$ cat src/core/icp_pkg.sv
// constants, types and word-length decode for the two-wire control-port slave
package icp_pkg;


// ----------------------------------------
// bus and framing
// ----------------------------------------
localparam logic [6:0] ICP_DEV_ADDR_BASE = 7'h14;
localparam logic [3:0] ICP_BITS_PER_BYTE = 4'h8;
localparam logic [3:0] ICP_TX_LAST_BIT = 4'h7;
localparam int ICP_WORD_W = 48;

// ----------------------------------------
// subaddress map
// ----------------------------------------
localparam logic [15:0] ICP_PARAM_END = 16'h03ff;
localparam logic [15:0] ICP_PROG_BEG = 16'h0400;
localparam logic [15:0] ICP_PROG_END = 16'h0e00;
localparam logic [15:0] ICP_SLEW_BEG = 16'h1000;
localparam logic [15:0] ICP_SAFE_DATA_END = 16'h1044;
localparam logic [15:0] ICP_SAFE_ADDR_BEG = 16'h1045;
localparam logic [15:0] ICP_CAPT_BEG = 16'h104a;
localparam logic [15:0] ICP_CAPT_END = 16'h104f;
localparam logic [15:0] ICP_OUT_CAPT_BEG = 16'h1050;
localparam logic [15:0] ICP_CTRL_END = 16'h105a;
localparam logic [15:0] ICP_MODULO_REG = 16'h1053;
localparam logic [15:0] ICP_SIN_REG = 16'h1055;
localparam logic [15:0] ICP_SRC_REG = 16'h1056;
localparam logic [15:0] ICP_SUBADDR_MAX = 16'h110d;
localparam logic [15:0] ICP_PTR_RESET = 16'h0000;

// ----------------------------------------
// word lengths in bytes
// ----------------------------------------
localparam logic [2:0] ICP_LEN_NONE = 3'h0;
localparam logic [2:0] ICP_LEN_BYTE = 3'h1;
localparam logic [2:0] ICP_LEN_REG = 3'h2;
localparam logic [2:0] ICP_LEN_CAPT_RD = 3'h3;
localparam logic [2:0] ICP_LEN_PARAM = 3'h4;
localparam logic [2:0] ICP_LEN_SLEW = 3'h5;
localparam logic [2:0] ICP_LEN_PROG = 3'h6;

// ----------------------------------------
// types
// ----------------------------------------
typedef enum {ICP_ST_IDLE, ICP_ST_RX, ICP_ST_ACK, ICP_ST_TX, ICP_ST_MACK, ICP_ST_PREP} icp_state_t;
typedef enum {ICP_PH_ADDR, ICP_PH_SUB_HI, ICP_PH_SUB_LO, ICP_PH_DATA} icp_phase_t;

// word length of a location; zero marks a subaddress that does not exist
function automatic logic [2:0] icp_word_len(input logic [15:0] a, input logic rd);
    logic [2:0] n;
    n = ICP_LEN_NONE;
    if (a <= ICP_PARAM_END) begin
        n = ICP_LEN_PARAM;
    end else if (a >= ICP_PROG_BEG && a <= ICP_PROG_END) begin
        n = ICP_LEN_PROG;
    end else if (a >= ICP_SLEW_BEG && a <= ICP_SAFE_DATA_END) begin
        n = ICP_LEN_SLEW;
    end else if (a >= ICP_SAFE_ADDR_BEG && a <= ICP_CAPT_END) begin
        n = (rd && a >= ICP_CAPT_BEG) ? ICP_LEN_CAPT_RD : ICP_LEN_REG;
    end else if (a >= ICP_OUT_CAPT_BEG && a <= ICP_CTRL_END) begin
        if (a == ICP_MODULO_REG || a == ICP_SIN_REG || a == ICP_SRC_REG) begin
            n = ICP_LEN_BYTE;
        end else begin
            n = ICP_LEN_REG;
        end
    end else if (a == ICP_SUBADDR_MAX) begin
        n = ICP_LEN_REG;
    end
    return n;
endfunction

endpackage

$ cat src/core/icp_pin_sync.sv
// pin synchroniser and bus-condition detector for the control-port slave
`timescale 1ns/1ps
module icp_pin_sync (
    // clock and reset
    input wire logic core_clk_in,
    input wire logic rst_in,
    // raw pins
    input wire logic scl_in,
    input wire logic sda_in,
    input wire logic strap_in,
    // synchronised levels and events
    output logic sda_out,
    output logic strap_out,
    output logic scl_rise_out,
    output logic scl_fall_out,
    output logic start_out,
    output logic stop_out
);
    // ----------------------------------------
    // two-flop sync plus one delay stage
    // ----------------------------------------
    logic [2:0] pin_raw;
    logic [2:0] sync_r;
    logic [2:0] dly_r;

    assign pin_raw = {strap_in, sda_in, scl_in};

    genvar i;
    generate
        for (i = 0; i < 3; i = i + 1) begin : g_sync
            localparam logic RST_LVL = (i == 2) ? 1'b0 : 1'b1;
            logic meta_r;
            logic sync_bit_r;
            logic dly_bit_r;
            always_ff @(posedge core_clk_in or posedge rst_in) begin
                if (rst_in) begin
                    meta_r <= RST_LVL;
                    sync_bit_r <= RST_LVL;
                    dly_bit_r <= RST_LVL;
                end else begin
                    meta_r <= pin_raw[i];
                    sync_bit_r <= meta_r;
                    dly_bit_r <= sync_bit_r;
                end
            end
            assign sync_r[i] = sync_bit_r;
            assign dly_r[i] = dly_bit_r;
        end
    endgenerate

    // ----------------------------------------
    // edges and start/stop conditions
    // ----------------------------------------
    assign sda_out = sync_r[1];
    assign strap_out = sync_r[2];
    assign scl_rise_out = sync_r[0] & ~dly_r[0];
    assign scl_fall_out = ~sync_r[0] & dly_r[0];
    assign start_out = sync_r[0] & dly_r[0] & ~sync_r[1] & dly_r[1];
    assign stop_out = sync_r[0] & dly_r[0] & sync_r[1] & ~dly_r[1];
endmodule

$ cat src/core/icp_ctrl_port.sv
// two-wire control-port slave: addressing, subaddress pointer, burst words
`timescale 1ns/1ps
module icp_ctrl_port (
    // clock and reset
    input wire logic core_clk_in,
    input wire logic rst_in,
    // two-wire bus
    input wire logic scl_in,
    input wire logic sda_in,
    output logic sda_drv_out,
    output logic sda_oe_out,
    input wire logic address_select_strap_in,
    // write side towards registers and memories
    output logic wr_en_out,
    output logic [15:0] wr_addr_out,
    output logic [icp_pkg::ICP_WORD_W-1:0] wr_data_out,
    output logic [2:0] wr_len_out,
    // read side towards registers and memories
    output logic rd_en_out,
    output logic [15:0] rd_addr_out,
    output logic [2:0] rd_len_out,
    input wire logic [icp_pkg::ICP_WORD_W-1:0] rd_data_in,
    // status
    output logic busy_out
);
    import icp_pkg::*;

    // ----------------------------------------
    // declarations
    // ----------------------------------------
    logic sda_s;
    logic strap_s;
    logic scl_rise;
    logic scl_fall;
    logic start_det;
    logic stop_det;

    icp_state_t state_r;
    icp_phase_t phase_r;
    logic [3:0] bit_cnt_r;
    logic [7:0] shift_r;
    logic [7:0] tx_sh_r;
    logic rw_r;
    logic [7:0] sub_hi_r;
    logic [15:0] ptr_r;
    logic [2:0] len_r;
    logic [2:0] byte_cnt_r;
    logic overrun_r;
    logic [ICP_WORD_W-1:0] word_r;
    logic [ICP_WORD_W-1:0] rd_word_r;
    logic rd_cap_r;
    logic sda_oe_r;
    logic sda_drv_r;
    logic wr_en_r;
    logic [15:0] wr_addr_r;
    logic [ICP_WORD_W-1:0] wr_data_r;
    logic [2:0] wr_len_r;
    logic rd_en_r;
    logic [15:0] rd_addr_r;
    logic [2:0] rd_len_r;
    logic busy_r;

    logic rx_end;
    logic ack_end;
    logic accept;
    logic acc_sublo;
    logic rd_start;
    logic wr_byte_done;
    logic rd_byte_done;
    logic word_last;
    logic [15:0] sub_addr;
    logic [15:0] next_addr;
    logic nxt_ok;
    logic [15:0] step_ptr;
    logic [2:0] tx_idx;
    logic [ICP_WORD_W-1:0] tx_word_sh;
    logic [7:0] tx_byte;

    // ----------------------------------------
    // pin synchronisers
    // ----------------------------------------
    icp_pin_sync u_sync (
        .core_clk_in(core_clk_in),
        .rst_in(rst_in),
        .scl_in(scl_in),
        .sda_in(sda_in),
        .strap_in(address_select_strap_in),
        .sda_out(sda_s),
        .strap_out(strap_s),
        .scl_rise_out(scl_rise),
        .scl_fall_out(scl_fall),
        .start_out(start_det),
        .stop_out(stop_det)
    );

    // ----------------------------------------
    // byte events and decisions
    // ----------------------------------------
    assign rx_end = (state_r == ICP_ST_RX) && scl_fall && (bit_cnt_r == ICP_BITS_PER_BYTE);
    assign ack_end = (state_r == ICP_ST_ACK) && scl_fall;
    assign sub_addr = {sub_hi_r, shift_r};
    assign next_addr = 16'(ptr_r + 16'h0001);
    assign nxt_ok = (ptr_r != ICP_SUBADDR_MAX) && (icp_word_len(next_addr, rw_r) != ICP_LEN_NONE);
    assign step_ptr = nxt_ok ? next_addr : ptr_r;
    assign word_last = (byte_cnt_r == 3'(len_r - 3'h1));

    always_comb begin
        case (phase_r)
            ICP_PH_ADDR: accept = (shift_r[7:1] == {ICP_DEV_ADDR_BASE[6:1], strap_s});
            ICP_PH_SUB_HI: accept = 1'b1;
            ICP_PH_SUB_LO: accept = (icp_word_len(sub_addr, 1'b0) != ICP_LEN_NONE);
            ICP_PH_DATA: accept = !overrun_r;
            default: accept = 1'b0;
        endcase
    end

    assign acc_sublo = rx_end && accept && (phase_r == ICP_PH_SUB_LO);
    assign rd_start = rx_end && accept && (phase_r == ICP_PH_ADDR) && shift_r[0];
    assign wr_byte_done = ack_end && (phase_r == ICP_PH_DATA) && !rw_r;
    assign rd_byte_done = (state_r == ICP_ST_MACK) && scl_rise && !sda_s;

    assign tx_idx = 3'(len_r - 3'h1 - byte_cnt_r);
    assign tx_word_sh = rd_word_r >> {tx_idx, 3'h0};
    assign tx_byte = tx_word_sh[7:0];

    // ----------------------------------------
    // protocol state machine
    // ----------------------------------------
    always_ff @(posedge core_clk_in or posedge rst_in) begin
        if (rst_in) begin
            state_r <= ICP_ST_IDLE;
            phase_r <= ICP_PH_ADDR;
            bit_cnt_r <= 4'h0;
        end else if (stop_det) begin
            state_r <= ICP_ST_IDLE;
        end else if (start_det) begin
            state_r <= ICP_ST_RX;
            phase_r <= ICP_PH_ADDR;
            bit_cnt_r <= 4'h0;
        end else begin
            case (state_r)
                ICP_ST_RX: begin
                    if (rx_end) begin
                        state_r <= accept ? ICP_ST_ACK : ICP_ST_IDLE;
                    end else if (scl_rise && bit_cnt_r != ICP_BITS_PER_BYTE) begin
                        bit_cnt_r <= 4'(bit_cnt_r + 4'h1);
                    end
                end
                ICP_ST_ACK: begin
                    if (scl_fall) begin
                        bit_cnt_r <= 4'h0;
                        case (phase_r)
                            ICP_PH_ADDR: begin
                                state_r <= rw_r ? ICP_ST_TX : ICP_ST_RX;
                                phase_r <= rw_r ? ICP_PH_DATA : ICP_PH_SUB_HI;
                            end
                            ICP_PH_SUB_HI: begin
                                state_r <= ICP_ST_RX;
                                phase_r <= ICP_PH_SUB_LO;
                            end
                            default: begin
                                state_r <= ICP_ST_RX;
                                phase_r <= ICP_PH_DATA;
                            end
                        endcase
                    end
                end
                ICP_ST_TX: begin
                    if (scl_fall) begin
                        if (bit_cnt_r == ICP_TX_LAST_BIT) begin
                            state_r <= ICP_ST_MACK;
                        end else begin
                            bit_cnt_r <= 4'(bit_cnt_r + 4'h1);
                        end
                    end
                end
                ICP_ST_MACK: begin
                    if (scl_rise) begin
                        state_r <= sda_s ? ICP_ST_IDLE : ICP_ST_PREP;
                    end
                end
                ICP_ST_PREP: begin
                    if (scl_fall) begin
                        state_r <= ICP_ST_TX;
                        bit_cnt_r <= 4'h0;
                    end
                end
                default: state_r <= ICP_ST_IDLE;
            endcase
        end
    end

    // ----------------------------------------
    // receive shifter and header capture
    // ----------------------------------------
    always_ff @(posedge core_clk_in or posedge rst_in) begin
        if (rst_in) begin
            shift_r <= 8'h00;
        end else if (state_r == ICP_ST_RX && scl_rise && bit_cnt_r != ICP_BITS_PER_BYTE) begin
            shift_r <= {shift_r[6:0], sda_s};
        end
    end

    always_ff @(posedge core_clk_in or posedge rst_in) begin
        if (rst_in) begin
            rw_r <= 1'b0;
            sub_hi_r <= 8'h00;
        end else if (rx_end && accept) begin
            if (phase_r == ICP_PH_ADDR) begin
                rw_r <= shift_r[0];
            end
            if (phase_r == ICP_PH_SUB_HI) begin
                sub_hi_r <= shift_r;
            end
        end
    end

    // ----------------------------------------
    // subaddress pointer and word counting
    // ----------------------------------------
    always_ff @(posedge core_clk_in or posedge rst_in) begin
        if (rst_in) begin
            ptr_r <= ICP_PTR_RESET;
            len_r <= ICP_LEN_PARAM;
            byte_cnt_r <= 3'h0;
            overrun_r <= 1'b0;
        end else if (acc_sublo) begin
            ptr_r <= sub_addr;
            len_r <= icp_word_len(sub_addr, 1'b0);
            byte_cnt_r <= 3'h0;
            overrun_r <= 1'b0;
        end else if (rd_start) begin
            len_r <= icp_word_len(ptr_r, 1'b1);
            byte_cnt_r <= 3'h0;
        end else if (wr_byte_done || rd_byte_done) begin
            if (word_last) begin
                byte_cnt_r <= 3'h0;
                ptr_r <= step_ptr;
                if (nxt_ok) begin
                    len_r <= icp_word_len(next_addr, rw_r);
                end
                if (!nxt_ok && !rw_r) begin
                    overrun_r <= 1'b1;
                end
            end else begin
                byte_cnt_r <= 3'(byte_cnt_r + 3'h1);
            end
        end
    end

    // ----------------------------------------
    // write word assembly and commit
    // ----------------------------------------
    always_ff @(posedge core_clk_in or posedge rst_in) begin
        if (rst_in) begin
            word_r <= 48'h0;
        end else if (acc_sublo || (wr_byte_done && word_last)) begin
            word_r <= 48'h0;
        end else if (rx_end && accept && phase_r == ICP_PH_DATA) begin
            word_r <= {word_r[ICP_WORD_W-9:0], shift_r};
        end
    end

    always_ff @(posedge core_clk_in or posedge rst_in) begin
        if (rst_in) begin
            wr_en_r <= 1'b0;
            wr_addr_r <= 16'h0000;
            wr_data_r <= 48'h0;
            wr_len_r <= 3'h0;
        end else begin
            wr_en_r <= 1'b0;
            if (wr_byte_done && word_last) begin
                wr_en_r <= 1'b1;
                wr_addr_r <= ptr_r;
                wr_data_r <= word_r;
                wr_len_r <= len_r;
            end
        end
    end

    // ----------------------------------------
    // read fetch
    // ----------------------------------------
    always_ff @(posedge core_clk_in or posedge rst_in) begin
        if (rst_in) begin
            rd_en_r <= 1'b0;
            rd_cap_r <= 1'b0;
            rd_addr_r <= 16'h0000;
            rd_len_r <= 3'h0;
            rd_word_r <= 48'h0;
        end else begin
            rd_en_r <= 1'b0;
            rd_cap_r <= rd_en_r;
            if (rd_start) begin
                rd_en_r <= 1'b1;
                rd_addr_r <= ptr_r;
                rd_len_r <= icp_word_len(ptr_r, 1'b1);
            end else if (rd_byte_done && word_last) begin
                rd_en_r <= 1'b1;
                rd_addr_r <= step_ptr;
                rd_len_r <= icp_word_len(step_ptr, 1'b1);
            end
            if (rd_cap_r) begin
                rd_word_r <= rd_data_in;
            end
        end
    end

    // ----------------------------------------
    // data line drive, open drain
    // ----------------------------------------
    always_ff @(posedge core_clk_in or posedge rst_in) begin
        if (rst_in) begin
            sda_oe_r <= 1'b0;
            tx_sh_r <= 8'h00;
        end else if (start_det || stop_det) begin
            sda_oe_r <= 1'b0;
        end else if (rx_end) begin
            sda_oe_r <= accept;
        end else if (ack_end) begin
            if (phase_r == ICP_PH_ADDR && rw_r) begin
                sda_oe_r <= ~tx_byte[7];
                tx_sh_r <= tx_byte;
            end else begin
                sda_oe_r <= 1'b0;
            end
        end else if (state_r == ICP_ST_TX && scl_fall) begin
            if (bit_cnt_r == ICP_TX_LAST_BIT) begin
                sda_oe_r <= 1'b0;
            end else begin
                sda_oe_r <= ~tx_sh_r[6];
                tx_sh_r <= {tx_sh_r[6:0], 1'b0};
            end
        end else if (state_r == ICP_ST_PREP && scl_fall) begin
            sda_oe_r <= ~tx_byte[7];
            tx_sh_r <= tx_byte;
        end
    end

    always_ff @(posedge core_clk_in or posedge rst_in) begin
        if (rst_in) begin
            sda_drv_r <= 1'b0;
            busy_r <= 1'b0;
        end else begin
            sda_drv_r <= 1'b0;
            busy_r <= (state_r != ICP_ST_IDLE);
        end
    end

    // ----------------------------------------
    // outputs
    // ----------------------------------------
    assign sda_drv_out = sda_drv_r;
    assign sda_oe_out = sda_oe_r;
    assign wr_en_out = wr_en_r;
    assign wr_addr_out = wr_addr_r;
    assign wr_data_out = wr_data_r;
    assign wr_len_out = wr_len_r;
    assign rd_en_out = rd_en_r;
    assign rd_addr_out = rd_addr_r;
    assign rd_len_out = rd_len_r;
    assign busy_out = busy_r;
endmodule

$ cat config.mk
export PLATFORM = sky130hd
export DESIGN_NAME = icp_ctrl_port
export DESIGN_NICKNAME = d
export VERILOG_FILES = /design/src/core/icp_pkg.sv /design/src/core/icp_pin_sync.sv /design/src/core/icp_ctrl_port.sv
export SDC_FILE = /design/constraint.sdc
export NUM_CORES = 1
export LEC_CHECK = 0
export BUFFER_PORTS_ARGS = -buffer_cell sky130_fd_sc_hd__buf_4
export CELL_PAD_IN_SITES_DETAIL_PLACEMENT = 0
export CELL_PAD_IN_SITES_GLOBAL_PLACEMENT = 2
export CORE_ASPECT_RATIO = 1.75
export CORE_UTILIZATION = 38
export CTS_CLUSTER_DIAMETER = 50
export DETAILED_ROUTE_END_ITERATION = 8
export GPL_TIMING_DRIVEN = 0
export PLACE_DENSITY = 0.8
export SYNTH_ARGS = -nofsm -noshare
export SYNTH_HDL_FRONTEND = slang
export SYNTH_SLANG_ARGS = --single-unit
$ cat constraint.sdc
create_clock -name core_clk_in -period 8.85 [get_ports core_clk_in]
set_clock_uncertainty 0.15 [all_clocks]
set_input_delay 0.4425 -clock core_clk_in [delete_from_list [all_inputs] [get_ports core_clk_in]]
set_output_delay 0.4425 -clock core_clk_in [all_outputs]
set_load 0.01 [all_outputs]
# Word-level counts from Yosys, hierarchy flattened
# Index checks and enable logic that the tools add are counted.
[word_totals]
elab_cells = 323
out_inout_bits = 91
register_bits = 310
in_bits = 53
[op_classes]
bitwise = 16
shifts = 1
order_cmp = 39
add_sub_neg = 5
reduce_logical = 82
n_eq_ne = 52
muxes = 97
[ops]
columns = ["cell", "n"]
rows = [
  ["2-to-1 mux 32 bit", 11],
  ["equality test 16 x 13 -> 1 bit, second input constant", 16],
  [">= comparator 16 x 13 -> 1 bit, second input constant", 15],
  ["equality test 32 x 2 -> 1 bit, second input constant", 6],
  ["equality test 32 x 3 -> 1 bit, second input constant", 6],
  ["<= comparator 16 x 13 -> 1 bit, second input constant", 12],
  ["case mux 32 bit (5 select lines)", 1],
  ["2-to-1 mux 16 bit", 7],
  ["2-to-1 mux 3 bit", 33],
  ["2-to-1 mux 48 bit", 2],
  ["equality test 32 x 1 -> 1 bit, second input constant", 2],
  ["equality test 32 x 4 -> 1 bit, second input constant", 2],
  [">= comparator 16 x 11 -> 1 bit, second input constant", 4],
  ["<= comparator 16 x 10 -> 1 bit, second input constant", 4],
  ["<= comparator 16 x 12 -> 1 bit, second input constant", 4],
  ["zero test 32 bit", 2],
  ["right shift 48 x 6 -> 8 bit", 1],
  ["logical AND 1 bit", 39],
  ["2-to-1 mux 7 bit", 5],
  ["nonzero test 32 bit", 1],
  ["!= test 4 bit, second input constant", 7],
  ["2-to-1 mux 4 bit", 6],
  ["2-to-1 mux 2 bit", 11],
  ["2-to-1 mux 1 bit", 18],
  ["other kinds (32)", 77],
]

# Longest topological paths before layout
[logic_depth]
ltp_word = 24
depth_mapped = 17
ltp_nobuf = 14

# By module
# A second synthesis with hierarchy kept.
[hier_totals]
hier_cells = 1162
area_unflattened_um2 = 12462.0
[modules_own_cells]
columns = ["mod", "cells_each", "instances", "seq_area_each_um2", "area_per_inst_um2"]
rows = [
  ["icp_ctrl_port", 1149, 1, 6082.1, 12218.0],
  ["icp_pin_sync", 13, 1, 207.7, 244.0],
]

# Least setup slack after synthesis
# OpenSTA, ideal clock, no wires.
[synth_timing]
path_kind = "register -> register"
startpoint = "register ptr_r[0]"
endpoint = "register len_r[0]"
synth_period_minus_slack_ns = 3.662
arrival_time_ns = 3.374
setup_time_ns = 0.138
setup_slack_ns = 5.188
stages_incl_launch_ff = 15
n_path_buf = 3
required_time_ns = 8.562
path_cell_list = "dfrtp_1 > buf_2 > clkinv_1 > ha_1 > a211oi_2 > nand2_1 > or3_4 > a31oi_4 > o21a_1 > o21ai_2 > buf_4 > buf_2 > o311a_1 > a2111oi_0 > a21oi_1"
[synth_via]
elab_chain_cells = 15
elab_cells_between_ends = 66
cone_classes = "add/sub (1); order compare (20); eq/ne (8); mux (20); reduce/logical (17)"
[synth_lines]
columns = ["element", "line", "rtl"]
rows = [
  ["from (decl)", "icp_ctrl_port.sv:45", "logic [15:0] ptr_r;"],
  ["from (signal assigned)", "icp_ctrl_port.sv:228", "ptr_r <= sub_addr;"],
  ["from (signal assigned)", "icp_ctrl_port.sv:238", "ptr_r <= step_ptr;"],
  ["branches (longest 15 deep; another with adder 16 x 1 -> 16 bit)", "n/a", ""],
  ["to (signal assigned)", "icp_ctrl_port.sv:229", "len_r <= icp_word_len(sub_addr, 1'b0);"],
  ["to (signal assigned)", "icp_ctrl_port.sv:233", "len_r <= icp_word_len(ptr_r, 1'b1);"],
  ["to (signal assigned)", "icp_ctrl_port.sv:240", "len_r <= icp_word_len(next_addr, rw_r);"],
  ["to (decl)", "icp_ctrl_port.sv:46", "logic [2:0] len_r;"],
]
# Several ways; the timed one is not identified. The select of a mux whose other input is x is not followed.
# A chain may end at the register's enable or synchronous reset.

# Worst setup path in the final report
[layout_timing]
startpoint = "register ptr_r[0]"
endpoint = "register rd_addr_r[4], in the netlist rd_addr_out[4]"
[layout_via]
elab_chain_cells = 15
elab_cells_between_ends = 36
cone_classes = "add/sub (1); order compare (10); eq/ne (5); mux (11); reduce/logical (9)"
[layout_lines]
columns = ["element", "line", "rtl"]
rows = [
  ["branches (longest 12 deep; another with adder 16 x 1 -> 16 bit)", "n/a", ""],
  ["2-to-1 mux 16 bit (*)", "icp_ctrl_port.sv:104", "assign step_ptr = nxt_ok ? next_addr : ptr_r;"],
  ["2-to-1 mux 16 bit (*)", "icp_ctrl_port.sv:298", "end else if (rd_byte_done && word_last) begin"],
  ["2-to-1 mux 16 bit (*)", "icp_ctrl_port.sv:294", "if (rd_start) begin"],
  ["to (signal assigned)", "icp_ctrl_port.sv:296", "rd_addr_r <= ptr_r;"],
  ["to (signal assigned)", "icp_ctrl_port.sv:300", "rd_addr_r <= step_ptr;"],
  ["to (decl)", "icp_ctrl_port.sv:59", "logic [15:0] rd_addr_r;"],
]
# Mark *: on every way between the ends. The select of a mux whose other input is x is not followed.

==> results.py <==
metrics = {
    "cells_and_area": {
        "layout_common_cells": "269 x nand2_1, 244 x dfrtp_1, 147 x buf_4",
        "drive_gt1_share_pct": 21.0,
        "synthToLayoutAreaGrowth_pct": 24.1,
        "layout_commonest_cell": "nand2_1",
        "utilization_pct": 48.0,
        "fin_nets": 1594,
    },
    "setup_path": {
        "crit_type": "reg2reg",
        "max_stage_delay_ns": 0.52,
        "crit_slowest_cell": "ha_1",
        "reg2reg_depth": 13,
        "crit_top_cell": "buf_2",
        "endpoint_kind": "register",
        "crit_chain": "buf_2 > clkinv_1 > ha_1 > a211oi_2 > nand2_1 > or3_4 > a31oi_4 > o21ai_2 > a21oi_4 > buf_2 > buf_2 > nand2_1 > o311ai_0",
        "start_kind": "register",
        "required_ns": 9.13,
        "cp_max_fo": 11,
        "arrival_ns": 5.25,
    },
    "floorplanning": {
        "die_w_um": 141,
        "die_h_um": 245,
        "start_util_pct": 38.7,
        "core_um2": 33000,
        "die_area_um2": 34400,
        "ioPinCount": 144,
        "rows": 88,
    },
    "job": {
        "drv_cap": 0,
    },
    "sta": {
        "fin_crit_sh_pct": 56.1,
        "slew_headroom_pct": 31.6,
        "worstMarginPinSlew_ns": 1.02,
        "final-setup-viol-count": 0,
        "rsz0062_at_grt": "no",
        "min_period_ns": 4.97,
        "finalMaxSlewViolations": 0,
        "finalSetupTns_ns": 0,
        "hold_viol": 0,
        "layout_setup_ws_ns": 3.88,
        "holdWs_ns": 0.203,
        "fmax_mhz": 201,
    },
    "routing": {
        "met1_length_mm": 15.5,
        "met2_length_mm": 25.0,
        "wl_met3_mm": 1.36,
        "routed.top_layer": "met4",
        "routed_wl_mm": 44.4,
        "drtPass1Iterations": 5,
        "vias_per_cell": 5.57,
        "num_vias": 10900,
        "drtIter0Drc": 472,
        "wl_per_cell_um": 22.7,
        "ant_nets": 0,
        "remaining_drc_errors": 0,
    },
    "synth": {
        "synth_cells": 1302,
        "ys.flop_type": "dfrtp_1",
        "ys_warn_count": 0,
        "avgSynthCellArea_um2": 9.81,
        "synth-seq-cells": 251,
        "synth-edff-count": 0,
        "seq_area_frac_synth_pct": 49.2,
        "ys_types": 90,
        "syn_area_um2": 12800,
        "syn_nets": 1369,
        "async_flop_share_pct": 100,
    },
    "pwr": {
        "finalPower_mw": 2.47,
        "powerDensity_nw_per_um2": 156,
        "power.leakage_nw": 7.60,
        "ir_worst_vdd_mv": 0.120,
    },
    "placed_design": {
        "hpwl_mm": 33.1,
        "place_ws_ns": 3.99,
        "io_buffers": 142,
        "gp_congestion": 0.982,
    },
    "clock_tree": {
        "clk_path_buf_depth": 3,
        "clk_pin_slew_ns": 0.06,
        "cts_root_buffer": "clkbuf_16",
        "clk_latency_ns": 0.55,
        "cts_tree": "yes",
        "numClockSinks": 251,
        "ctsResizeCount": 0,
        "cts-buffers-inserted": 28,
        "htreeDepth": 1,
    },
    "grt": {
        "grt_first_pass_wirelength_mm": 67.6,
        "grt_usage_pct": 26.2,
        "overflow": 0,
        "grt_max_degree": 131,
        "first_global_vias": 11200,
        "grt_antenna_before_repair": 1,
    },
    "run_status": {
        "status": "finished, final reports clean",
    },
    "worst_hold_path": {
        "whs_path_depth": 0,
        "min_path_type": "reg2reg",
    },
}
==> flip-flops by register name, indices dropped and copies added (netlist names), 2 cells and up <==
| signal | count |
|---|---|
| tx_sh_r | 7 |
| rd_word_r | 48 |
| shift_r | 8 |
| word_r | 48 |
| ptr_r | 16 |
| u_sync.g_sync.dly_bit_r | 2 |
| bit_cnt_r | 4 |
| wr_len_out | 3 |
| rd_len_out | 3 |
| state_r | 3 |
| u_sync.g_sync.meta_r | 3 |
| sub_hi_r | 8 |
| rd_addr_out | 16 |
| phase_r | 2 |
| len_r | 3 |
| wr_data_out | 48 |
| byte_cnt_r | 3 |
| wr_addr_out | 16 |
==> cells by family (layout without fill, tap and decap cells) <==
group	Yosys count	count (layout)	synth area share, %
AO/OA/AOI/OAI	280	280	16.0
XOR/XNOR	32	32	2.19
adder cells (fa/ha/maj)	14	14	1.43
buffers and inverters	119	365	4.01
flip-flops	251	251	49.2
multiplexers	95	95	8.80
other	1	2	0.0294
AND/OR/NAND/NOR	510	510	18.3
==> cell usage after synthesis, types with 19 or more instances <==
cell type | instances | area [um^2]
a22o_1 | 53 | 464
nand3_1 | 32 | 160
o21ai_0 | 66 | 330
buf_2 | 19 | 95.1
dfrtp_1 | 244 | 6110
mux2i_1 | 19 | 190
mux2_2 | 69 | 777
nor3_1 | 29 | 145
clkbuf_1 | 51 | 191
xnor2_1 | 24 | 210
nor2_1 | 75 | 282
nand2_1 | 269 | 1010
a21oi_1 | 44 | 220
inv_1 | 23 | 86.3
==> final timing paths <==
| check | startpoint | endpoint | slack [ns] |
|---|---|---|---|
| setup reg to reg | ptr_r[0] | rd_addr_out[4] | 3.88 |
| max in group asynchronous | rst_in | ptr_r[3] | 6.91 |
| setup / recovery | ptr_r[0] | rd_addr_out[4] | 3.88 |
| min in group asynchronous | rst_in | wr_data_out[40] | 0.48 |
| hold reg to reg | u_sync.g_sync[2].meta_r | u_sync.strap_out | 0.20 |
| hold / removal | u_sync.g_sync[2].meta_r | u_sync.strap_out | 0.20 |
==> cell type report <==
type / instances / area [um^2]
Antenna cell: 1 / 2.50
Timing Repair Buffer: 195 / 1610
Sequential cell: 251 / 6290
Tap cell: 405 / 507
Buffer: 94 / 418
Fill cell: 3239 / 17200
Inverter: 25 / 101
Clock inverter: 11 / 138
Multi-Input combinational cell: 932 / 5970
Clock buffer: 40 / 807
==> layer usage <==
layer  up-vias  GRT usage (%)
li1       5083              -
met4         0           15.0
met1      5404           26.1
met2       296           51.6
met3       106           2.58
met5         -              0
==> repair_timing <==
item / in CTS / in global routing
hold buffers: 52 / 0
setup buffers: 0 / 0
hold endpoints to repair: 165 / 0
endpoints found under the setup margin: 0 / 0
==> worst max-delay path, delay by kind of cell, from the launching register on <==
kind	cells	cell delay (ns)
AO/OA/AOI/OAI	5	1.55
adder cells (fa/ha/maj)	1	0.52
buffers and inverters	4	1.38
flip-flops	1	0.46
AND/OR/NAND/NOR	3	0.77
==> power by group <==
part,switching (mW),internal (mW)
logic,0.0543,0.0469
clock network,0.499,0.701
registers,0.00934,1.16
==> per-stage QoR <==
stage          cells  area, um^2
2_1_floorplan   1302       12800
3_3_place_gp    1849       14300
4_1_cts         1953       15800
3_5_place_dp    1850       14400
6_report        1954       15900
5_1_grt         1954       15900
No activity file was read; power rests on OpenSTA's default activity.
